`src/shared/bcc_pkg.sv`:
```
// Constants, field layouts and carrier types of the boost converter control.
// Assumes one 20 MHz clock and a classic Wishbone slave with 32-bit data.
// Overview of operation
// - Sample cell-mode strap at power-on reset
// - Dual-cell mode keeps converter always off
// - Single-cell: off in Sleep, else on
// - Cell mode changes only at power-on reset
// - Too-short on-time skips the whole pulse
// - Skipping turns switching into pulse-frequency modulation
// - Control bit 5 picks large or small switches
// - Config bit 0 picks oscillator or system clock
// - Own oscillator runs near 2.4 MHz
// - Two-bit field at bits 6:5 divides system clock path
// - Config bit 3 inverts system clock path
// - Min pulse codes: none, 20, 40, 80 ns
// - Switch select: 0 large, 1 small
// - Fixed 50% duty at power-on until regulating
package bcc_pkg;

	// Clock rate of the block
	localparam int CLK_PERIOD_NS = 50;
	localparam int CLK_FREQ_KHZ  = 20000;

	// Own oscillator rate and its period in clock cycles (rounded down)
	localparam int        OSC_FREQ_KHZ   = 2400;
	localparam logic [7:0] OSC_PERIOD_CYC =
		8'(CLK_FREQ_KHZ / OSC_FREQ_KHZ);

	// Undivided system clock path period in clock cycles
	localparam logic [7:0] SYS_BASE_CYC = 8'h02;

	// Minimum pulse widths, least times rounded up to whole cycles
	localparam int PW_MIN_1_NS = 20;
	localparam int PW_MIN_2_NS = 40;
	localparam int PW_MIN_3_NS = 80;
	localparam logic [7:0] PW_MIN_1_CYC =
		8'((PW_MIN_1_NS + CLK_PERIOD_NS - 1) / CLK_PERIOD_NS);
	localparam logic [7:0] PW_MIN_2_CYC =
		8'((PW_MIN_2_NS + CLK_PERIOD_NS - 1) / CLK_PERIOD_NS);
	localparam logic [7:0] PW_MIN_3_CYC =
		8'((PW_MIN_3_NS + CLK_PERIOD_NS - 1) / CLK_PERIOD_NS);

	// Register byte offsets
	localparam logic [7:0] ADDR_CTRL   = 8'h00;
	localparam logic [7:0] ADDR_CONFIG = 8'h04;
	localparam logic [7:0] ADDR_STATUS = 8'h08;

	// Control register field positions
	localparam int CTRL_PW_MIN_LSB = 6;
	localparam int CTRL_SWSIZE     = 5;
	localparam int CTRL_SYNC       = 3;

	// Configuration register field positions
	localparam int CFG_SRC     = 0;
	localparam int CFG_INV     = 3;
	localparam int CFG_DIV_LSB = 5;

	// Status register bit positions
	localparam int STAT_SINGLE  = 0;
	localparam int STAT_ENABLED = 1;
	localparam int STAT_STARTUP = 2;
	localparam int STAT_SKIP    = 3;

	// Values after reset
	localparam logic [7:0] CTRL_RESET = 8'h20;
	localparam logic [7:0] CFG_RESET  = 8'h00;

	// Clock source codes
	localparam logic SRC_OSC = 1'b0;
	localparam logic SRC_SYS = 1'b1;

	// Control register contents
	typedef struct packed {
		logic [1:0] min_pw;
		logic       small_sw;
		logic       sync;
	} bcc_ctrl_t;

	// Clock path configuration
	typedef struct packed {
		logic [1:0] div;
		logic       inv;
		logic       src;
	} bcc_cfg_t;

endpackage

```
`src/hw/bcc_sw_timer.sv`:
```
// Switching period timer: a phase counter over one switching period.
// Assumes the period input only changes in the cycle of period_start_o.
`timescale 1ns/1ps
module bcc_sw_timer
	import bcc_pkg::*;
(
	input  wire logic       clk_i,
	input  wire logic       rst_i,
	input  wire logic       run_i,
	input  wire logic [7:0] period_i,
	output logic [7:0]      phase_o,
	output logic            period_start_o
);

	logic [7:0] phase_q;    // Position within the current period
	logic       last_phase; // Final cycle of the period

	assign last_phase     = (phase_q >= period_i - 8'h01);
	assign phase_o        = phase_q;
	assign period_start_o = run_i & last_phase;

	// Count cycles, wrap at the period end, hold at zero while idle
	always_ff @(posedge clk_i) begin
		if (rst_i || !run_i) begin
			phase_q <= 8'h00;
		end else if (last_phase) begin
			phase_q <= 8'h00;
		end else begin
			phase_q <= phase_q + 8'h01;
		end
	end

endmodule

```
`src/hw/bcc_top.sv`:
```
// Boost converter digital control: cell mode latch, enable gating,
// switching clock selection, pulse skipping and switch size select.
// Assumes por_i is high during power-on reset and that the analog
// loop supplies the wanted on-time each period on duty_req_i.
//
// Decided for this implementation: the Wishbone interface to the registers and the address map.
`timescale 1ns/1ps
module bcc_top
	import bcc_pkg::*;
(
	input  wire logic        clk_i,
	input  wire logic        rst_i,
	input  wire logic        por_i,
	input  wire logic        cell_mode_strap_pin_i,
	input  wire logic        sleep_i,
	input  wire logic        reg_ok_i,
	input  wire logic [7:0]  duty_req_i,
	input  wire logic        wb_cyc_i,
	input  wire logic        wb_stb_i,
	input  wire logic        wb_we_i,
	input  wire logic [7:0]  wb_adr_i,
	input  wire logic [3:0]  wb_sel_i,
	input  wire logic [31:0] wb_dat_i,
	output logic [31:0]      wb_dat_o,
	output logic             wb_ack_o,
	output logic             conv_enable_o,
	output logic             duty_switch_o,
	output logic             bypass_switch_o,
	output logic             small_switch_o,
	output logic             sw_clk_o,
	output logic             pulse_skip_o,
	output logic             adc_sync_o
);

	// Minimum on-time in cycles for a pulse width code
	function automatic logic [7:0] min_cycles(input logic [1:0] code);
		logic [7:0] r;
		r = 8'h00;
		case (code)
			2'b01:   r = PW_MIN_1_CYC;
			2'b10:   r = PW_MIN_2_CYC;
			2'b11:   r = PW_MIN_3_CYC;
			default: r = 8'h00;
		endcase
		return r;
	endfunction

	// Switching period in cycles for a clock path setting
	function automatic logic [7:0] period_of(input bcc_cfg_t c);
		logic [7:0] r;
		r = OSC_PERIOD_CYC;
		if (c.src == SRC_SYS) begin
			r = SYS_BASE_CYC << c.div;
		end
		return r;
	endfunction

	// Software visible registers and the clock path copy in use
	bcc_ctrl_t  ctrl_q;        // Pulse width, switch size, sync
	bcc_cfg_t   cfg_q;         // Clock path as written
	bcc_cfg_t   cfg_act_q;     // Clock path in use this period

	// Converter state
	logic       single_cell_q; // Latched cell mode, 1 means one cell
	logic       enable_q;      // Converter running
	logic       startup_q;     // Fixed duty phase after power-on
	logic [7:0] on_act_q;      // On-time for the current period
	logic       skip_q;        // Current period was skipped

	// Bus handshake
	logic        wb_req;       // New access this cycle
	logic        wb_wr;        // New write this cycle
	logic [31:0] rd_data;      // Read mux result

	// Timer signals
	logic [7:0] phase;         // Position in the period
	logic       period_start;  // Last cycle of a period
	logic [7:0] period_act;    // Period length in use
	logic [7:0] period_new;    // Period length for the next period
	logic [7:0] want_on;       // On-time asked for the next period
	logic [7:0] min_on;        // Least legal on-time
	logic       do_skip;       // Next pulse is dropped

	assign wb_req = wb_cyc_i & wb_stb_i & ~wb_ack_o;
	assign wb_wr  = wb_req & wb_we_i & wb_sel_i[0];

	assign period_act = period_of(cfg_act_q);
	assign period_new = period_of(cfg_q);
	assign min_on     = min_cycles(ctrl_q.min_pw);

	// The timer runs only while the converter is enabled
	bcc_sw_timer u_timer (
		.clk_i          (clk_i),
		.rst_i          (rst_i),
		.run_i          (enable_q),
		.period_i       (period_act),
		.phase_o        (phase),
		.period_start_o (period_start)
	);

	// Cell mode latch. Only the power-on reset samples the strap, so
	// neither rst_i nor a later change of the pin can disturb it.
	always_ff @(posedge clk_i) begin
		if (por_i) begin
			single_cell_q <= cell_mode_strap_pin_i;
		end
	end

	// Enable gating by cell mode and power mode
	always_ff @(posedge clk_i) begin
		if (rst_i || por_i) begin
			enable_q <= 1'b0;
		end else if (!single_cell_q) begin
			enable_q <= 1'b0;
		end else begin
			enable_q <= ~sleep_i;
		end
	end

	// Startup: fixed half duty from power-on until regulation holds.
	// A warm reset does not restart it, the output is already up.
	always_ff @(posedge clk_i) begin
		if (por_i) begin
			startup_q <= 1'b1;
		end else if (reg_ok_i) begin
			startup_q <= 1'b0;
		end
	end

	// Control register write
	always_ff @(posedge clk_i) begin
		if (rst_i || por_i) begin
			ctrl_q <= '{min_pw: CTRL_RESET[CTRL_PW_MIN_LSB +: 2],
				small_sw: CTRL_RESET[CTRL_SWSIZE],
				sync: CTRL_RESET[CTRL_SYNC]};
		end else if (wb_wr && wb_adr_i == ADDR_CTRL) begin
			ctrl_q.min_pw   <= wb_dat_i[CTRL_PW_MIN_LSB +: 2];
			ctrl_q.small_sw <= wb_dat_i[CTRL_SWSIZE];
			ctrl_q.sync     <= wb_dat_i[CTRL_SYNC];
		end
	end

	// Configuration register write
	always_ff @(posedge clk_i) begin
		if (rst_i || por_i) begin
			cfg_q <= '{div: CFG_RESET[CFG_DIV_LSB +: 2],
				inv: CFG_RESET[CFG_INV], src: CFG_RESET[CFG_SRC]};
		end else if (wb_wr && wb_adr_i == ADDR_CONFIG) begin
			cfg_q.src <= wb_dat_i[CFG_SRC];
			cfg_q.inv <= wb_dat_i[CFG_INV];
			cfg_q.div <= wb_dat_i[CFG_DIV_LSB +: 2];
		end
	end

	// Active clock path. A new source, divider or polarity is taken
	// only at a period boundary, so the switching clock never shows a
	// shortened high or low phase; while stopped it follows at once.
	always_ff @(posedge clk_i) begin
		if (rst_i || por_i) begin
			cfg_act_q <= '{div: CFG_RESET[CFG_DIV_LSB +: 2],
				inv: CFG_RESET[CFG_INV], src: CFG_RESET[CFG_SRC]};
		end else if (!enable_q || period_start) begin
			cfg_act_q <= cfg_q;
		end
	end

	// On-time wanted for the next period. The own oscillator period
	// gives about 2.4 MHz; the system path is divided by 1, 2, 4 or 8.
	always_comb begin
		want_on = duty_req_i;
		if (startup_q) begin
			want_on = period_new >> 1;
		end else if (duty_req_i > period_new) begin
			want_on = period_new;
		end
	end

	// A requested pulse below the minimum width is dropped whole
	assign do_skip = (min_on != 8'h00) && (want_on != 8'h00) &&
		(want_on < min_on) && !startup_q;

	// Per-period on-time latch. Dropping whole pulses means that at
	// light load the pulse rate falls, not the pulse width.
	always_ff @(posedge clk_i) begin
		if (rst_i || por_i || !enable_q) begin
			on_act_q <= 8'h00;
			skip_q   <= 1'b0;
		end else if (period_start) begin
			if (do_skip) begin
				on_act_q <= 8'h00;
				skip_q   <= 1'b1;
			end else begin
				on_act_q <= want_on;
				skip_q   <= 1'b0;
			end
		end
	end

	// Switch drive. The duty switch closes for the first part of the
	// period, the bypass switch for the rest; never both at once.
	always_ff @(posedge clk_i) begin
		if (rst_i || por_i || !enable_q) begin
			duty_switch_o   <= 1'b0;
			bypass_switch_o <= 1'b0;
		end else begin
			duty_switch_o   <= (phase < on_act_q);
			bypass_switch_o <= ~(phase < on_act_q);
		end
	end

	// Switching clock: high in the first half of each period, flipped
	// when the inverted system clock path is in use.
	always_ff @(posedge clk_i) begin
		if (rst_i || por_i || !enable_q) begin
			sw_clk_o <= 1'b0;
		end else begin
			sw_clk_o <= (phase < (period_act >> 1)) ^
				(cfg_act_q.inv & (cfg_act_q.src == SRC_SYS));
		end
	end

	// Status outputs taken from register and converter state
	always_ff @(posedge clk_i) begin
		if (rst_i || por_i) begin
			conv_enable_o  <= 1'b0;
			small_switch_o <= CTRL_RESET[CTRL_SWSIZE];
			pulse_skip_o   <= 1'b0;
			adc_sync_o     <= CTRL_RESET[CTRL_SYNC];
		end else begin
			conv_enable_o  <= enable_q;
			small_switch_o <= ctrl_q.small_sw;
			pulse_skip_o   <= skip_q;
			adc_sync_o     <= ctrl_q.sync & enable_q;
		end
	end

	// Read mux. Unmapped offsets read as zero and are still acknowledged.
	always_comb begin
		rd_data = 32'h0000_0000;
		if (wb_adr_i == ADDR_CTRL) begin
			rd_data[CTRL_PW_MIN_LSB +: 2] = ctrl_q.min_pw;
			rd_data[CTRL_SWSIZE]         = ctrl_q.small_sw;
			rd_data[CTRL_SYNC]           = ctrl_q.sync;
		end else if (wb_adr_i == ADDR_CONFIG) begin
			rd_data[CFG_DIV_LSB +: 2] = cfg_q.div;
			rd_data[CFG_INV]          = cfg_q.inv;
			rd_data[CFG_SRC]          = cfg_q.src;
		end else if (wb_adr_i == ADDR_STATUS) begin
			rd_data[STAT_SINGLE]  = single_cell_q;
			rd_data[STAT_ENABLED] = enable_q;
			rd_data[STAT_STARTUP] = startup_q;
			rd_data[STAT_SKIP]    = skip_q;
		end
	end

	// Wishbone answer: one registered ack per access, dropped next cycle
	always_ff @(posedge clk_i) begin
		if (rst_i || por_i) begin
			wb_ack_o <= 1'b0;
			wb_dat_o <= 32'h0000_0000;
		end else begin
			wb_ack_o <= wb_req;
			if (wb_req && !wb_we_i) begin
				wb_dat_o <= rd_data;
			end
		end
	end

endmodule

```
`config.mk`:
```
export PLATFORM = sky130hd
export DESIGN_NAME = bcc_top
export DESIGN_NICKNAME = d
export VERILOG_FILES = /design/src/shared/bcc_pkg.sv /design/src/hw/bcc_sw_timer.sv /design/src/hw/bcc_top.sv
export SDC_FILE = /design/constraint.sdc
export NUM_CORES = 1
export LEC_CHECK = 0
export BUFFER_PORTS_ARGS = -buffer_cell sky130_fd_sc_hd__buf_4
export CORE_MARGIN = 2
export CORE_UTILIZATION = 44
export DETAILED_ROUTE_END_ITERATION = 8
export PLACE_DENSITY = 0.74
export SYNTH_ARGS = -nofsm -noshare
export SYNTH_HDL_FRONTEND = slang
export SYNTH_SLANG_ARGS = --single-unit
```
`constraint.sdc`:
```
create_clock -name clk_i -period 3 [get_ports clk_i]
set_clock_uncertainty 0.15 [all_clocks]
set_input_delay 0.15 -clock clk_i [delete_from_list [all_inputs] [get_ports clk_i]]
set_output_delay 0.15 -clock clk_i [all_outputs]
set_load 0.01 [all_outputs]
```
==> results of run 1 <==
-- metal layers --
layer | part of all wire [%] | vias to the layer above
met1 | 44 | 1056
met3 | 4.3 | 10
met2 | 51 | 62
met4 | 1.5 | 0
met5 | 0 | -
li1 | - | 1120
-- repair_timing --
item / in CTS / in global routing
endpoints found under the setup margin: 5 / 12
gates cloned: 0 / 0
setup buffers: 0 / 4
pin swaps: 1 / 11
gates resized for setup: 2 / 20
endpoints found under the hold margin: 13 / 0
hold buffers: 11 / 0
-- worst paths after layout --
check | from | end
max | cfg_q[3] | on_act_q[1]
min reg2reg | wb_dat_o[7] | wb_dat_o[7]
max reg2reg | cfg_q[3] | on_act_q[1]
min | wb_stb_i | wb_ack_o
-- power by group through the flow --
stage | Combinational [mW] | Sequential [mW] | Clock, mW
after floorplan | 0.0875 | 0.649 | 0
after global placement | 0.105 | 0.653 | 0
after detailed placement | 0.107 | 0.653 | 0
after CTS | 0.118 | 0.638 | 0.381
after global routing | 0.143 | 0.638 | 0.406
final | 0.128 | 0.637 | 0.375
-- through the flow --
stage | util [%] | instances | hold slack, ns
after global routing | 57.66 | 455 | 0.04470
after CTS | 55.60 | 451 | 0.02419
after global placement | 52.27 | 432 | 0.1665
after detailed placement | 52.27 | 432 | 0.1699
after floorplan | - | 330 | 0.07615
final | 57.66 | 455 | 0.02890
-- flip-flops by register name (all words and copies together) (netlist names), 4 cells and up --
| signal | flops |
|---|---|
| cfg_act_q | 4 |
| cfg_q | 4 |
| ctrl_q | 4 |
| on_act_q | 8 |
| u_timer.phase_o | 8 |
| wb_dat_o | 7 |
-- cells in the final DEF, fill, tap and decap left out, drive strengths merged, types with 5 or more instances in the layout --
cell type    Yosys  final
buf             28     65
dfxtp           46     46
nor2            33     33
conb             1     28
inv             23     24
nand2           22     22
ha              22     22
a21oi           21     21
nand3           16     16
mux2i           12     12
dlygate4sd3      0     11
o21ai            8      8
clkbuf           6      6
nor3             6      6
and2             5      5
and3             5      5
-- cell families (layout without fill, tap and decap cells) --
family | count (synthesis) | in the layout | share of synthesized area, %
adders and majority gates | 22 | 22 | 10.42
AOI/OAI and AO/OA | 43 | 43 | 11.56
xor gates and xnor gates | 5 | 5 | 1.658
muxes | 13 | 13 | 4.974
buffers and inverters | 57 | 107 | 12.22
other | 1 | 28 | 0.1420
DFF | 47 | 47 | 36.00
and+or+nand+nor | 115 | 115 | 23.02
-- layout make-up --
| class | instances | area, µm² | area share (%) |
|---|---|---|---|
| repair buffers | 76 | 598.1 | 17.73 |
| clock buffers | 6 | 72.57 | 2.151 |
| clock inverters | 2 | 11.26 | 0.3338 |
| well taps | 75 | 93.84 | 2.782 |
| flip-flops and latches | 47 | 960.9 | 28.49 |
| inverters | 23 | 86.33 | 2.559 |
| multi-input cells | 226 | 1550 | 45.96 |
-- worst max-delay path, stage by stage (launching register included) --
cell       delay (ns)
dfxtp_4          0.37
nand3b_1         0.23
ha_4             0.33
nand2b_4         0.05
a2111oi_4        0.32
o2bb2ai_2        0.11
mux2i_2          0.16
and2_1           0.16
ha_2             0.18
nor3_4           0.17
nand2_1          0.07
mux2i_1          0.20
nand2_1          0.12
a32o_1           0.22
==> impl_metrics.yaml, run 1 <==
run_status:
  outcome: "finished clean"
final_layout:
  n_antenna_cell: 0
  nets: 462
  drive_gt1_share_pct: 27.89
  fillerInstances: 505
  final_area_um2: 3373
  area_growth_pct: 27.71
setup_path:
  reg2regPathDepth: 13
  reg2reg_slack_ns: 0.05
  cp_max_fo: 5
  endpoint_kind: "flip-flop"
  start_kind: "flip-flop"
  worstSetupPathType: "reg2reg"
  crit_required_ns: 3.05
  cp.arrival_ns: 2.99
power:
  seq_power_share_pct: 55.9
  power_density_nw_per_um2: 337.7
  ir_worst_vdd_uv: 187.6
  p_sw_mw: 0.2820
  total_power_mw: 1.139
  p_int_mw: 0.8570
  p_leak_nw: 1.454
  clock_power_share_pct: 32.9
  pwr-share-comb_pct: 11.2
  swShare_pct: 24.76
global_route:
  grt_max_degree: 21
  grt_overflow_total: 0
  use_met2_pct: 30.41
  met1_usage_pct: 22.66
  grt_pass1_vias: 2074
  track_usage_pct: 17.76
  use_met3_pct: 3.626
  globalRoute.busiestLayer: "met2"
  antenna_found_initial: 0
  grt_pass1_wl_um: 9308
yosys:
  synth_top_area_cell: "dfxtp_1"
  yosysSeqAreaShare_pct: 36.00
  ys_async_sr_fraction_pct: 0
  synth_cell_types: 46
  synth_edf_count: 1
  ys_seq_elements: 47
  netlist_instances: 303
  synth.most_common_cell: "dfxtp_1"
  synth_top_area_share_pct: 34.86
  avgSynthCellArea_um2: 8.717
  ys_warn_count: 0
  ys_top_cells_by_count: "dfxtp_1, nor2_1, buf_4, inv_1, ha_1"
  ys.flop_type: "dfxtp_1"
  syn_area_um2: 2641
  yosys-top-cells-area: "dfxtp_1, ha_1, buf_4"
detailed_routing:
  wl_per_cell_um: 12.24
  wl_um: 5569
  ant_nets: 0
  drt_iter0_markers: 109
  vias: 2248
  drtPass1Iterations: 4
  drc_errors: 0
  vias_per_cell: 4.941
clocking:
  cts_inserted_buffers: 5
  cts_tree: "yes"
  h-tree-depth: 2
  clk_pin_slew_ns: 0.09
  numClockSinks: 47
  cts_root_buffer: "clkbuf_8"
  clock_latency_ns: 0.30
  cts_buffer_depth: 2
placement:
  place_congestion: 0.7903
  hpwl_um: 4183
  io_buffers: 45
  post_dp_cell_area_um2: 3058
  pre_cts_slack_ns: -0.004998
timing:
  fin_setup_tns_ns: 0
  slew_violations: 0
  finalHoldViolCount: 0
  min_period_ns: 2.946
  fin_crit_sh_pct: 98.19
  relSlewSlack_pct: 65.96
  worstMarginPinSlew_ns: 0.5099
  rsz0062_at_grt: "yes"
  worst_slack_ns: 0.05435
  max_freq_mhz: 339.5
  final-setup-viol-count: 0
run:
  cap_violations: 0
die:
  design.core.area_um2: 5851
  die_h_um: 81.48
  fp-row-count: 28
  initial_utilization_pct: 45.15
  die_area_um2: 6639
  die_w_um: 81.48
  io_pins: 101
hold_path:
  holdPathStages: 3
  hold_path.class: "in2reg"
(Power assumes the default switching activity.)
==> inputs of run 2 (changes only) <==
ABC_AREA = 1   (was default)
==> impl_metrics.yaml, run 2 <==
die:
  die_h_um: 80.45
  die_w_um: 80.45
  fp-row-count: 27
  die_area_um2: 6471
  design.core.area_um2: 5574
  io_pins: 101
  initial_utilization_pct: 46.13
detailed_routing:
  drc_errors: 0
  drt_iter0_markers: 87
  wl_per_cell_um: 11.22
  vias: 2251
  ant_nets: 0
  vias_per_cell: 4.719
  wl_um: 5353
  drtPass1Iterations: 4
setup_path:
  cp-startpoint: "cfg_q[3]"
  endpoint_kind: "flip-flop"
  reg2regPathDepth: 19
  start_kind: "flip-flop"
  cp_max_fo: 6
  crit_end: "on_act_q[0]"
  worstSetupPathType: "reg2reg"
  cp.arrival_ns: 2.80
  reg2reg_slack_ns: 0.24
  r2r-start: "cfg_q[3]"
  crit_required_ns: 3.04
  reg2reg_to: "on_act_q[0]"
yosys:
  ys_async_sr_fraction_pct: 0
  ys_seq_elements: 47
  ys.flop_type: "dfxtp_1"
  ys_warn_count: 0
  synth.most_common_cell: "nand2_1"
  netlist_instances: 341
  synth_cell_types: 33
  yosysSeqAreaShare_pct: 36.98
  ys_top_cells_by_count: "nand2_1, inv_1, dfxtp_1, nor2_1, a21oi_1"
  synth_top_area_share_pct: 35.82
  yosys-top-cells-area: "dfxtp_1, ha_1, nand2_1"
  syn_area_um2: 2571
  synth_top_area_cell: "dfxtp_1"
  synth_edf_count: 1
  avgSynthCellArea_um2: 7.540
final_layout:
  area_growth_pct: 22.43
  final_cell_mix: "nand2_1, inv_1, buf_4"
  nets: 487
  n_antenna_cell: 0
  fillerInstances: 536
  drive_gt1_share_pct: 18.77
  layout_commonest_cell: "nand2_1"
clocking:
  cts_buffer_depth: 2
  clk_pin_slew_ns: 0.08
  postCtsSetupBuffers: 0
  clock_latency_ns: 0.30
  cts_inserted_buffers: 5
  h-tree-depth: 2
  numClockSinks: 47
  cts_root_buffer: "clkbuf_8"
  cts_tree: "yes"
timing:
  relSlewSlack_pct: 53.50
  fin_setup_tns_ns: 0
  worstMarginPinSlew_ns: 0.6912
  whs_ns: 0.001136
  finalHoldViolCount: 0
  final-setup-viol-count: 0
  slew_violations: 0
  min_period_ns: 2.762
  fin_crit_sh_pct: 92.07
  max_freq_mhz: 362.0
  rsz0062_at_grt: "no"
global_route:
  grt_overflow_total: 0
  antenna_found_initial: 0
  track_usage_pct: 17.46
  grt_pass1_vias: 2155
  grt_pass1_wl_um: 8935
  grt_max_degree: 20
power:
  power_density_nw_per_um2: 390.6
  ir_worst_vdd_uv: 253.1
  p_leak_nw: 1.465
run:
  cap_violations: 0
placement:
  io_buffers: 45
  hpwl_um: 4154
  place_congestion: 0.8500
hold_path:
  hold_path.class: "in2reg"
run_status:
  outcome: "finished clean"
## run 2: per-layer routing
layer / track usage [%] / vias to the layer above / routed length [µm]
met5: 0 / - / 0
met4: 5.932 / 0 / 124
met3: 3.708 / 11 / 281
met2: 32.75 / 67 / 2656
met1: 19.27 / 991 / 2290
li1: - / 1182 / -
## run 2: repair_timing
item / CTS / global route
endpoints found under the hold margin: 10 / 0
resized for setup: 0 / 13
hold buffers: 9 / 0
setup endpoints to repair: 0 / 3
## run 2: kinds of logic after synthesis
group	Yosys count	share of synthesized area (%)
buffers and inverters	81	15.47
other	1	0.1458
AO/OA/AOI/OAI	63	14.16
flip-flops	47	36.98
AND/OR/NAND/NOR	125	21.85
adder cells (fa/ha/maj)	22	10.71
XOR/XNOR	2	0.6814
## run 2: final cells by class
type	instances	area [µm²]	area share (%)
Multi-Input combinational cell	240	1345	42.73
Timing Repair Buffer	55	435.4	13.83
Tap cell	72	90.09	2.862
Clock buffer	6	82.58	2.623
Inverter	55	206.4	6.558
Sequential cell	47	953.4	30.29
Clock inverter	2	35.03	1.113
## run 2: critical path: stages (launching register included)
cell	delay [ns]
dfxtp_1	0.37
inv_2	0.08
o21ai_2	0.17
inv_1	0.09
ha_1	0.32
a21oi_1	0.15
nand2_1	0.06
nand2_1	0.07
nand2_2	0.10
nand2_4	0.10
nand2_1	0.05
nand3_1	0.08
nand2_1	0.09
ha_1	0.18
nor2_1	0.09
nand4_1	0.10
inv_1	0.07
nand2_1	0.08
o21ai_1	0.16
a21oi_1	0.07
## run 2: how the worst min path moves through the flow
stage | start | endpoint | slack [ns] | cells past startpoint
after floorplan | sleep_i | enable_q | 0.07 | 1
after global placement | sleep_i | enable_q | 0.16 | 2
after detailed placement | sleep_i | enable_q | 0.16 | 2
after CTS | wb_dat_i[5] | cfg_q[2] | 0.003 | 3
after global routing | wb_dat_i[5] | ctrl_q[1] | 0.01 | 3
final | wb_dat_i[5] | ctrl_q[1] | 0.001 | 3
## run 2: through the flow
stage	instances	setup WS (ns)	area [µm²]	utilization (%)	total power [mW]
after global placement	460	0.1183	2917	52.32	0.7507
after CTS	477	0.06975	3124	56.05	1.236
final	477	0.2379	3148	56.48	1.230
after detailed placement	460	0.07479	2917	52.32	0.7534
after floorplan	368	0.5156	2673	-	0.7310
after global routing	477	0.002659	3148	56.48	1.280
## run 2: power breakdown
| part | internal (mW) | switching [mW] | total (mW) |
|---|---|---|---|
| clock | 0.270 | 0.209 | 0.479 |
| sequential | 0.632 | 0.00616 | 0.638 |
| combinational | 0.0519 | 0.0607 | 0.113 |
| total | 0.954 | 0.276 | 1.23 |
